$ cat src/hdl/bfe_pkg.sv
// Constants, types and register map of the bit, flag and load/store execution unit
// Operation
// - Rotate right through carry: old C into bit 7, bit 0 to C; Z,C,N,V; one cycle.
// - Flag capture copies selected source bit into T only, one cycle.
// - Bit from flag writes T into selected destination bit, no flags, one cycle.
// - Overflow flag V is set or cleared alone, one cycle.
// - Half-carry flag H is set or cleared alone, one cycle.
// - Signed flag S is set or cleared alone, one cycle.
// - Indirect read with post-increment reads at pointer then adds one; two cycles.
// - Indirect read with pre-decrement subtracts one first, then reads; two cycles.
// - Displaced read uses the pointer selected by ptr (X, Y or Z) plus unsigned offset, pointer kept; two cycles.
// - Direct read uses address from the instruction; two cycles, no flags.
// - Indirect write with post-increment stores then adds one to pointer; two cycles.
// - Indirect write with pre-decrement subtracts one then stores; two cycles.
package bfe_pkg;

    // ------------------------------------------------------------
    // Register map
    // ------------------------------------------------------------
    localparam logic [11:0] OFS_CMD   = 12'h000;
    localparam logic [11:0] OFS_OPND  = 12'h004;
    localparam logic [11:0] OFS_STAT  = 12'h008;
    localparam logic [11:0] OFS_FLAG  = 12'h00c;
    localparam logic [11:0] OFS_GPR   = 12'h100;
    localparam logic [11:0] GPR_SPAN  = 12'h080;
    localparam logic [11:0] OFS_MEM   = 12'h400;
    localparam logic [11:0] MEM_SPAN  = 12'h400;
    localparam int          STAT_BUSY = 0;
    localparam int          STAT_CYC  = 4;
    localparam logic [7:0]  FLAG_RST  = 8'h00;
    localparam logic [1:0]  RESP_OKAY = 2'h0;
    localparam logic [1:0]  RESP_ERR  = 2'h2;

    // ------------------------------------------------------------
    // Flag word bit positions
    // ------------------------------------------------------------
    localparam int FC = 0;
    localparam int FZ = 1;
    localparam int FN = 2;
    localparam int FV = 3;
    localparam int FS = 4;
    localparam int FH = 5;
    localparam int FT = 6;
    localparam int FI = 7;

    // ------------------------------------------------------------
    // Pointers and addressing modes
    // ------------------------------------------------------------
    localparam logic [4:0] PTR_X_LO     = 5'h1a;
    localparam logic [1:0] MODE_PLAIN   = 2'h0;
    localparam logic [1:0] MODE_POSTINC = 2'h1;
    localparam logic [1:0] MODE_PREDEC  = 2'h2;
    localparam int         DISP_W       = 6;

    typedef enum logic [4:0] {
        OP_RRC  = 5'h00, OP_SRA  = 5'h01, OP_SWAP = 5'h02, OP_BTT  = 5'h03,
        OP_TTB  = 5'h04, OP_FSET = 5'h05, OP_FCLR = 5'h06, OP_CPY  = 5'h07,
        OP_CPYW = 5'h08, OP_LDI  = 5'h09, OP_RI   = 5'h0a, OP_RDD  = 5'h0b,
        OP_RDS  = 5'h0c, OP_WI   = 5'h0d, OP_WDD  = 5'h0e, OP_WDS  = 5'h0f
    } bfe_op_t;

    // Command word, low bits of the command register
    typedef struct packed {
        logic [1:0] mode;
        logic [1:0] ptr;
        logic [2:0] bsel;
        logic [4:0] rr;
        logic [4:0] rd;
        bfe_op_t    op;
    } bfe_cmd_t;

    typedef struct packed {
        logic [7:0] res;
        logic       wr;
        logic [7:0] flags;
    } bfe_alu_t;

endpackage : bfe_pkg

$ cat src/hdl/bfe_alu.sv
// Single-cycle bit, shift, flag and move operations
`timescale 1ns/10ps
`default_nettype none
module bfe_alu
    import bfe_pkg::*;
(
    // Command and operands
    input  wire bfe_cmd_t   cmd,
    input  wire logic [7:0] dst_val,
    input  wire logic [7:0] src_val,
    input  wire logic [7:0] imm,
    input  wire logic [7:0] flags_in,
    // Result
    output bfe_alu_t        alu
);

    always_comb begin
        logic [7:0] r;
        r         = dst_val;
        alu.res   = dst_val;
        alu.wr    = 1'b0;
        alu.flags = flags_in;
        case (cmd.op)
            OP_RRC, OP_SRA: begin
                if (cmd.op == OP_RRC) begin
                    r = {flags_in[FC], dst_val[7:1]};
                end else begin
                    r = {dst_val[7], dst_val[7:1]};
                end
                alu.res       = r;
                alu.wr        = 1'b1;
                alu.flags[FC] = dst_val[0];
                alu.flags[FZ] = (r == 8'h00);
                alu.flags[FN] = r[7];
                alu.flags[FV] = r[7] ^ dst_val[0];
            end
            OP_SWAP: begin
                alu.res = {dst_val[3:0], dst_val[7:4]};
                alu.wr  = 1'b1;
            end
            OP_BTT: alu.flags[FT] = src_val[cmd.bsel];
            OP_TTB: begin
                alu.res[cmd.bsel] = flags_in[FT];
                alu.wr            = 1'b1;
            end
            OP_FSET: alu.flags[cmd.bsel] = 1'b1;
            OP_FCLR: alu.flags[cmd.bsel] = 1'b0;
            OP_CPY: begin
                alu.res = src_val;
                alu.wr  = 1'b1;
            end
            OP_LDI: begin
                alu.res = imm;
                alu.wr  = 1'b1;
            end
            default: alu.wr = 1'b0;
        endcase
    end

endmodule : bfe_alu
`default_nettype wire

$ cat src/hdl/bfe_exec_top.sv
// Execution unit with register file, flag word and data memory behind AXI4-Lite
`timescale 1ns/10ps
`default_nettype none
module bfe_exec_top
    import bfe_pkg::*;
#(
    parameter int MEM_DEPTH = 256
)(
    // Clock and reset
    input  wire logic        aclk,
    input  wire logic        aresetn,
    // AXI4-Lite write address and data
    input  wire logic [11:0] s_axi_awaddr,
    input  wire logic        s_axi_awvalid,
    output logic             s_axi_awready,
    input  wire logic [31:0] s_axi_wdata,
    input  wire logic [3:0]  s_axi_wstrb,
    input  wire logic        s_axi_wvalid,
    output logic             s_axi_wready,
    // AXI4-Lite write response
    output logic [1:0]       s_axi_bresp,
    output logic             s_axi_bvalid,
    input  wire logic        s_axi_bready,
    // AXI4-Lite read
    input  wire logic [11:0] s_axi_araddr,
    input  wire logic        s_axi_arvalid,
    output logic             s_axi_arready,
    output logic [31:0]      s_axi_rdata,
    output logic [1:0]       s_axi_rresp,
    output logic             s_axi_rvalid,
    input  wire logic        s_axi_rready,
    // Status
    output logic             busy
);

    localparam int AW = $clog2(MEM_DEPTH);

    typedef enum logic [2:0] {
        ST_IDLE = 3'b001,
        ST_EXEC = 3'b010,
        ST_MEM  = 3'b100
    } bfe_st_t;

    typedef enum logic [2:0] {
        RG_CMD, RG_OPND, RG_STAT, RG_FLAG, RG_GPR, RG_MEM, RG_NONE
    } bfe_rg_t;

    // ------------------------------------------------------------
    // Helpers
    // ------------------------------------------------------------
    function automatic bfe_rg_t region(input logic [11:0] a);
        if (a[1:0] != 2'h0) begin
            region = RG_NONE;
        end else if (a == OFS_CMD) begin
            region = RG_CMD;
        end else if (a == OFS_OPND) begin
            region = RG_OPND;
        end else if (a == OFS_STAT) begin
            region = RG_STAT;
        end else if (a == OFS_FLAG) begin
            region = RG_FLAG;
        end else if (a >= OFS_GPR && a < OFS_GPR + GPR_SPAN) begin
            region = RG_GPR;
        end else if (a >= OFS_MEM && a < OFS_MEM + 12'(4 * MEM_DEPTH)) begin
            region = RG_MEM;
        end else begin
            region = RG_NONE;
        end
    endfunction : region

    function automatic logic [31:0] merge(input logic [31:0] old, input logic [31:0] nw,
                                          input logic [3:0] strb);
        for (int i = 0; i < 4; i++) begin
            merge[8*i +: 8] = strb[i] ? nw[8*i +: 8] : old[8*i +: 8];
        end
    endfunction : merge

    function automatic logic [4:0] ptr_lo(input logic [1:0] p);
        ptr_lo = PTR_X_LO + {2'h0, p, 1'b0};
    endfunction : ptr_lo

    // ------------------------------------------------------------
    // State
    // ------------------------------------------------------------
    bfe_st_t        st_ff;
    bfe_st_t        nxt_st;
    bfe_cmd_t       cmd_ff;
    logic [15:0]    opnd_ff;
    logic [7:0]     flags_ff;
    logic [7:0]     gpr_ff [32];
    logic [7:0]     mem_ff [MEM_DEPTH];
    logic [15:0]    addr_ff;
    logic [15:0]    nxt_addr;
    logic [3:0]     cyc_ff;
    logic [3:0]     last_cyc_ff;
    logic           awready_ff;
    logic           wready_ff;
    logic           bvalid_ff;
    logic [1:0]     bresp_ff;
    logic           arready_ff;
    logic           rvalid_ff;
    logic [31:0]    rdata_ff;
    logic [1:0]     rresp_ff;
    logic           busy_ff;
    logic           wr_fire;
    logic           wr_ok;
    logic           start;
    bfe_rg_t        wrg;
    bfe_rg_t        rrg;
    logic [31:0]    rd_word;
    logic [4:0]     plo;
    logic [15:0]    ptr_val;
    logic           is_mem;
    logic           is_load;
    logic           is_ind;
    logic [AW-1:0]  midx;
    logic [31:0]    cmd_word;
    bfe_alu_t       alu;

    assign s_axi_awready = awready_ff;
    assign s_axi_wready  = wready_ff;
    assign s_axi_bvalid  = bvalid_ff;
    assign s_axi_bresp   = bresp_ff;
    assign s_axi_arready = arready_ff;
    assign s_axi_rvalid  = rvalid_ff;
    assign s_axi_rdata   = rdata_ff;
    assign s_axi_rresp   = rresp_ff;
    assign busy          = busy_ff;

    assign plo      = ptr_lo(cmd_ff.ptr);
    assign ptr_val  = {gpr_ff[plo + 5'h01], gpr_ff[plo]};
    assign is_load  = (cmd_ff.op == OP_RI) || (cmd_ff.op == OP_RDD) || (cmd_ff.op == OP_RDS);
    assign is_mem   = is_load || (cmd_ff.op == OP_WI) || (cmd_ff.op == OP_WDD)
                      || (cmd_ff.op == OP_WDS);
    assign is_ind   = (cmd_ff.op == OP_RI) || (cmd_ff.op == OP_WI);
    assign midx     = addr_ff[AW-1:0];
    assign cmd_word = {10'h000, cmd_ff};

    bfe_alu u_alu (
        .cmd      (cmd_ff),
        .dst_val  (gpr_ff[cmd_ff.rd]),
        .src_val  (gpr_ff[cmd_ff.rr]),
        .imm      (opnd_ff[7:0]),
        .flags_in (flags_ff),
        .alu      (alu)
    );

    // ------------------------------------------------------------
    // Bus write channel
    // ------------------------------------------------------------
    assign wr_fire = awready_ff && s_axi_awvalid && wready_ff && s_axi_wvalid;
    assign wrg     = region(s_axi_awaddr);
    assign wr_ok   = (wrg != RG_NONE) && (wrg != RG_STAT) && !busy_ff;
    assign start   = wr_fire && wr_ok && (wrg == RG_CMD) && (s_axi_wstrb != 4'h0);

    always_ff @(posedge aclk) begin
        if (!aresetn) begin
            awready_ff <= 1'b0;
            wready_ff  <= 1'b0;
        end else begin
            awready_ff <= s_axi_awvalid && s_axi_wvalid && !awready_ff && !bvalid_ff;
            wready_ff  <= s_axi_awvalid && s_axi_wvalid && !awready_ff && !bvalid_ff;
        end
    end

    always_ff @(posedge aclk) begin
        if (!aresetn) begin
            bvalid_ff <= 1'b0;
            bresp_ff  <= RESP_OKAY;
        end else if (wr_fire) begin
            bvalid_ff <= 1'b1;
            bresp_ff  <= wr_ok ? RESP_OKAY : RESP_ERR;
        end else if (s_axi_bready) begin
            bvalid_ff <= 1'b0;
        end
    end

    // ------------------------------------------------------------
    // Bus read channel
    // ------------------------------------------------------------
    assign rrg = region(s_axi_araddr);

    always_comb begin
        rd_word = 32'h0000_0000;
        if (rrg == RG_CMD) begin
            rd_word = cmd_word;
        end else if (rrg == RG_OPND) begin
            rd_word = {16'h0000, opnd_ff};
        end else if (rrg == RG_STAT) begin
            rd_word[STAT_BUSY]           = busy_ff;
            rd_word[STAT_CYC +: 4]       = last_cyc_ff;
        end else if (rrg == RG_FLAG) begin
            rd_word = {24'h000000, flags_ff};
        end else if (rrg == RG_GPR) begin
            rd_word = {24'h000000, gpr_ff[s_axi_araddr[6:2]]};
        end else if (rrg == RG_MEM) begin
            rd_word = {24'h000000, mem_ff[s_axi_araddr[AW+1:2]]};
        end
    end

    always_ff @(posedge aclk) begin
        if (!aresetn) begin
            arready_ff <= 1'b0;
            rvalid_ff  <= 1'b0;
            rdata_ff   <= 32'h0000_0000;
            rresp_ff   <= RESP_OKAY;
        end else begin
            arready_ff <= s_axi_arvalid && !arready_ff && !rvalid_ff;
            if (arready_ff && s_axi_arvalid) begin
                rvalid_ff <= 1'b1;
                rdata_ff  <= rd_word;
                rresp_ff  <= (rrg == RG_NONE) ? RESP_ERR : RESP_OKAY;
            end else if (s_axi_rready) begin
                rvalid_ff <= 1'b0;
            end
        end
    end

    // ------------------------------------------------------------
    // Command and operand registers
    // ------------------------------------------------------------
    always_ff @(posedge aclk) begin
        if (!aresetn) begin
            cmd_ff  <= bfe_cmd_t'(22'h000000);
            opnd_ff <= 16'h0000;
        end else if (wr_fire && wr_ok) begin
            if (wrg == RG_CMD) begin
                cmd_ff <= bfe_cmd_t'(22'(merge(cmd_word, s_axi_wdata, s_axi_wstrb)));
            end else if (wrg == RG_OPND) begin
                opnd_ff <= 16'(merge({16'h0000, opnd_ff}, s_axi_wdata, s_axi_wstrb));
            end
        end
    end

    // ------------------------------------------------------------
    // Sequencer
    // ------------------------------------------------------------
    always_comb begin
        nxt_st = st_ff;
        case (st_ff)
            ST_IDLE: nxt_st = start ? ST_EXEC : ST_IDLE;
            ST_EXEC: nxt_st = is_mem ? ST_MEM : ST_IDLE;
            ST_MEM:  nxt_st = ST_IDLE;
            default: nxt_st = ST_IDLE;
        endcase
    end

    always_ff @(posedge aclk) begin
        if (!aresetn) begin
            st_ff   <= ST_IDLE;
            busy_ff <= 1'b0;
        end else begin
            st_ff   <= nxt_st;
            busy_ff <= (nxt_st != ST_IDLE);
        end
    end

    always_ff @(posedge aclk) begin
        if (!aresetn) begin
            cyc_ff      <= 4'h0;
            last_cyc_ff <= 4'h0;
        end else if (st_ff == ST_IDLE) begin
            cyc_ff <= 4'h0;
        end else begin
            cyc_ff <= cyc_ff + 4'h1;
            if (nxt_st == ST_IDLE) begin
                last_cyc_ff <= cyc_ff + 4'h1;
            end
        end
    end

    // Effective address formed in the first cycle of a memory access
    always_comb begin
        nxt_addr = ptr_val;
        if (cmd_ff.op == OP_RDS || cmd_ff.op == OP_WDS) begin
            nxt_addr = opnd_ff;
        end else if (cmd_ff.op == OP_RDD || cmd_ff.op == OP_WDD) begin
            nxt_addr = ptr_val + {10'h000, opnd_ff[DISP_W-1:0]};
        end else if (cmd_ff.mode == MODE_PREDEC) begin
            nxt_addr = ptr_val - 16'h0001;
        end
    end

    always_ff @(posedge aclk) begin
        if (!aresetn) begin
            addr_ff <= 16'h0000;
        end else if (st_ff == ST_EXEC) begin
            addr_ff <= nxt_addr;
        end
    end

    // ------------------------------------------------------------
    // Flag word
    // ------------------------------------------------------------
    always_ff @(posedge aclk) begin
        if (!aresetn) begin
            flags_ff <= FLAG_RST;
        end else if (st_ff == ST_EXEC) begin
            flags_ff <= alu.flags;
        end else if (wr_fire && wr_ok && wrg == RG_FLAG && s_axi_wstrb[0]) begin
            flags_ff <= s_axi_wdata[7:0];
        end
    end

    // ------------------------------------------------------------
    // Register file
    // ------------------------------------------------------------
    always_ff @(posedge aclk) begin
        if (!aresetn) begin
            for (int i = 0; i < 32; i++) begin
                gpr_ff[i] <= 8'h00;
            end
        end else begin
            if (wr_fire && wr_ok && wrg == RG_GPR && s_axi_wstrb[0]) begin
                gpr_ff[s_axi_awaddr[6:2]] <= s_axi_wdata[7:0];
            end
            if (st_ff == ST_EXEC) begin
                if (alu.wr) begin
                    gpr_ff[cmd_ff.rd] <= alu.res;
                end
                if (cmd_ff.op == OP_CPYW) begin
                    gpr_ff[{cmd_ff.rd[4:1], 1'b0}] <= gpr_ff[{cmd_ff.rr[4:1], 1'b0}];
                    gpr_ff[{cmd_ff.rd[4:1], 1'b1}] <= gpr_ff[{cmd_ff.rr[4:1], 1'b1}];
                end
                if (is_ind && cmd_ff.mode == MODE_PREDEC) begin
                    gpr_ff[plo]         <= nxt_addr[7:0];
                    gpr_ff[plo + 5'h01] <= nxt_addr[15:8];
                end
            end
            if (st_ff == ST_MEM) begin
                if (is_ind && cmd_ff.mode == MODE_POSTINC) begin
                    gpr_ff[plo]         <= 8'(addr_ff + 16'h0001);
                    gpr_ff[plo + 5'h01] <= 8'((addr_ff + 16'h0001) >> 8);
                end
                if (is_load) begin
                    gpr_ff[cmd_ff.rd] <= mem_ff[midx];
                end
            end
        end
    end

    // ------------------------------------------------------------
    // Data memory
    // ------------------------------------------------------------
    always_ff @(posedge aclk) begin
        if (st_ff == ST_MEM && !is_load) begin
            mem_ff[midx] <= gpr_ff[cmd_ff.rr];
        end else if (wr_fire && wr_ok && wrg == RG_MEM && s_axi_wstrb[0]) begin
            mem_ff[s_axi_awaddr[AW+1:2]] <= s_axi_wdata[7:0];
        end
    end

endmodule : bfe_exec_top
`default_nettype wire

$ cat config.mk
export PLATFORM = sky130hd
export DESIGN_NAME = bfe_exec_top
export DESIGN_NICKNAME = d
export VERILOG_FILES = /design/src/hdl/bfe_pkg.sv /design/src/hdl/bfe_alu.sv /design/src/hdl/bfe_exec_top.sv
export SDC_FILE = /design/constraint.sdc
export NUM_CORES = 2
export LEC_CHECK = 0
export BUFFER_PORTS_ARGS = -buffer_cell sky130_fd_sc_hd__buf_4
export CORE_MARGIN = 2
export CORE_UTILIZATION = 55
export CTS_CLUSTER_SIZE = 16
export DETAILED_ROUTE_END_ITERATION = 6
export PLACE_DENSITY = 0.76
export SLEW_MARGIN = 20
export SYNTH_ARGS = -nofsm -noshare
export SYNTH_HDL_FRONTEND = slang
export SYNTH_HIERARCHICAL = 1
export SYNTH_SLANG_ARGS = --single-unit
export TNS_END_PERCENT = 50
$ cat constraint.sdc
create_clock -name aclk -period 11.75 [get_ports aclk]
set_input_delay 1.175 -clock aclk [delete_from_list [all_inputs] [get_ports aclk]]
set_output_delay 1.175 -clock aclk [all_outputs]
set_load 0.05 [all_outputs]
==> qor.txt <==
Reg2Reg Depth = 18
Post-CTS Resized = 0
number of global-route vias before repair = 87,100
post-route cell area = 141,000 sq um
GRT Total Usage = 0.440
nets@finish = 8,106
CP cell instances = clkinv_1, buf_4, ha_2, buf_4, mux4_2, mux2i_1, inv_1, ha_1, inv_1, fa_1, nor2b_1, o21a_1, o21ai_0, a21oi_1, o2bb2ai_2, a21o_1, nand3_1, a222oi_1
fraction of layout cells with a size suffix above 1 = 0.299
detailed placement HPWL = 347 mm
Max IR drop VDD = 0.000238 V
worst setup path start = cmd_ff[18]$_SDFFE_PN0P_
Synth Area per Inst = 16.0 sq um
GR peak layer = met2
Hold Path Class = reg -> reg
Power, Total = 19.3 mW
RSZ-0062 raised after global routing = no
Initial Util = 0.553
commonest non-fill, non-tap cells in the layout = 2,304 x edfxtp_1, 1,401 x mux4_2, 462 x nor2_1
placed cells = 10,800
largest net degree at the start of global routing = 215
Reg clk slew, reported paths = 0.06 ns
final hold violations = 0
Vert. Die Dim = 485 microns
P&R area growth vs syn = 10.8%
setup bufs post-CTS = 0
failing checks = design-rule violations
Post-synth EDFFs = 2,304
# DRC = 4
# rows = 176
Slew Viols, Final = 0
I/O pin count = 109
DR pass1 iterations = 7
CP endpoint kind = flip-flop
H-tree depth = 5
Worst setup SP type = flip-flop
final core utilization = 0.613
Crit Path Class = reg -> reg
final hold slack = 0.455 ns
top_reg_cell synth = edfxtp_1
Tcrit/Tclk final = 0.618
Clock Path Buffers = 4
placed standard-cell area = 132,000 sq um
post-synthesis sequential area ratio = 0.561
Non-Filler Instances = 11,300
endpoints failing setup = 0
CP required = 12.36 ns
initial drt markers = 16,100
crit path DAT = 7.87 ns
Post-DRT Antenna Nets = 0
CTS tree = built
hold buffer count at CTS = 0
CP max-delay cell = a222oi_1
port bufs = 86
Clock Sinks = 2,419
via count = 90,200
final worst slack = 4.49 ns
first-pass GRT wire length = 712 mm
Critical R2R Launch = cmd_ff[18]$_SDFFE_PN0P_
met3 usage = 0.132
Mapped Area = 127,000 sq um
grt met2 use = 0.652
Cell Pwr Density = 137 nW/um^2
RePlAce Congestion = 1.06
vias per cell = 8.01
Ys Warns = 6
global routing usage on met1 = 0.541
CP Capture Point = gpr_ff[25][2]$_DFFE_PP_
Distinct cells, synth = 102
CP max stage delay = 0.94 ns
Slew @ Worst Pin = 1.34 ns
register-to-register path setup slack = 4.49 ns
die width = 485 microns
Place WS = 4.76 ns
Tmin final = 7.26 ns
Slew headroom = 0.0944
Avg WL per Cell = 46.1 microns
max_cap viols = 0
total core area = 230,000 sq um
total grt overflow = 0
Die Footprint = 235,000 sq um
Gate Count Post-Synth = 7,973
Fmax = 138 MHz
Seq cells post-synth = 2,419
initial antenna violation count = 31
CP max FO = 34
reg2reg end = gpr_ff[25][2]$_DFFE_PP_
Clock Latency Late Sink = 0.97 ns
status = complete, but fails checks
final WL = 519 mm
Fin Clk Skew = 0.0980 ns
total CTS buffers = 278
Total Neg Setup Slack = 0 ns
Lkg Pwr = 44.0 nW
most common cell after layout, fill and taps aside = edfxtp_1
Post-synth ARST share = 0
Root Buffer = clkbuf_16
[state kept, by name, summed over array words and instances (netlist names), named ones only]
name	count
mem_ff	2048
gpr_ff	256
cmd_ff	22
s_axi_rdata	22
addr_ff	16
opnd_ff	16
flags_ff	8
cyc_ff	4
last_cyc_ff	4
st_ff	3
busy	1
s_axi_arready	1
s_axi_bresp	1
s_axi_bvalid	1
s_axi_rresp	1
s_axi_rvalid	1
s_axi_wready	1
[cell type report]
type | instances | area, sq um
clock buffer | 349 | 7430
inverter | 45 | 175
sequential | 2419 | 71500
multi-input combinational | 4791 | 52800
clock inverter | 120 | 1330
fill | 16000 | 89100
antenna | 27 | 67.6
tap | 3026 | 3790
timing repair buffer | 489 | 4000
[synth_stat cells, types with 100 or more instances]
master | n | area, sq um
o21ai_0 | 261 | 1310
a22oi_1 | 192 | 1440
a221oi_1 | 139 | 1220
nor3_1 | 272 | 1360
mux4_2 | 1401 | 31600
nand3_1 | 124 | 621
buf_2 | 174 | 871
a21oi_1 | 258 | 1290
nor2_1 | 489 | 1840
mux2i_1 | 273 | 2730
dfxtp_1 | 115 | 2300
nand2_1 | 447 | 1680
edfxtp_1 | 2304 | 69200
buf_4 | 100 | 751
clkbuf_1 | 373 | 1400
[critical path, delay by kind of cell (launching register included)]
family,cells,cell delay [ns]
AO/OA/AOI/OAI,6,1.84
adder cells (fa/ha/maj),3,1.11
buffers and inverters,5,1.90
flip-flops,1,0.43
multiplexers,2,0.74
AND/OR/NAND/NOR,2,0.82
[layer usage]
metal,vias to the layer above,wire [microns],part of all wire
met3,1924,72000,0.14
li1,33700,-,-
met2,9020,231000,0.44
met4,12,51800,0.10
met5,-,80,0.00015
met1,45600,164000,0.32
[logic make-up after synthesis]
group | Yosys count | synth area share
compound gates | 1364 | 0.0726
xor+xnor | 36 | 0.00248
other cells | 1 | 0.0000294
flops | 2419 | 0.561
fa+ha+maj | 15 | 0.00153
buf+inv | 774 | 0.0289
mux | 1711 | 0.273
simple gates | 1653 | 0.0606
[power by group]
| part | leakage (nW) | internal, mW | switching [mW] |
|---|---|---|---|
| logic | 17.7 | 0.382 | 0.738 |
| registers | 22.1 | 9.44 | 0.0680 |
| clock network | 4.26 | 5.08 | 3.60 |
| total | 44.0 | 14.9 | 4.40 |
[worst min-delay path by stage]
| stage | cells after the start | end | slack, ns | start |
|---|---|---|---|---|
| global route | 3 | cmd_ff[17]$_SDFFE_PN0P_ | 0.47 | s_axi_wdata[17] |
| detailed placement | 1 | s_axi_wready$_SDFF_PN0_ | 0.45 | s_axi_bvalid$_SDFFE_PN0P_ |
| global placement | 1 | s_axi_wready$_SDFF_PN0_ | 0.43 | s_axi_bvalid$_SDFFE_PN0P_ |
| CTS | 3 | cmd_ff[17]$_SDFFE_PN0P_ | 0.43 | s_axi_wdata[17] |
| floorplan | 1 | cyc_ff[0]$_SDFF_PP0_ | 0.43 | cyc_ff[0]$_SDFF_PP0_ |
| finish | 2 | s_axi_rresp[1]$_SDFFE_PN0P_ | 0.46 | s_axi_rresp[1]$_SDFFE_PN0P_ |
No activity file was read; power rests on OpenSTA's default activity.
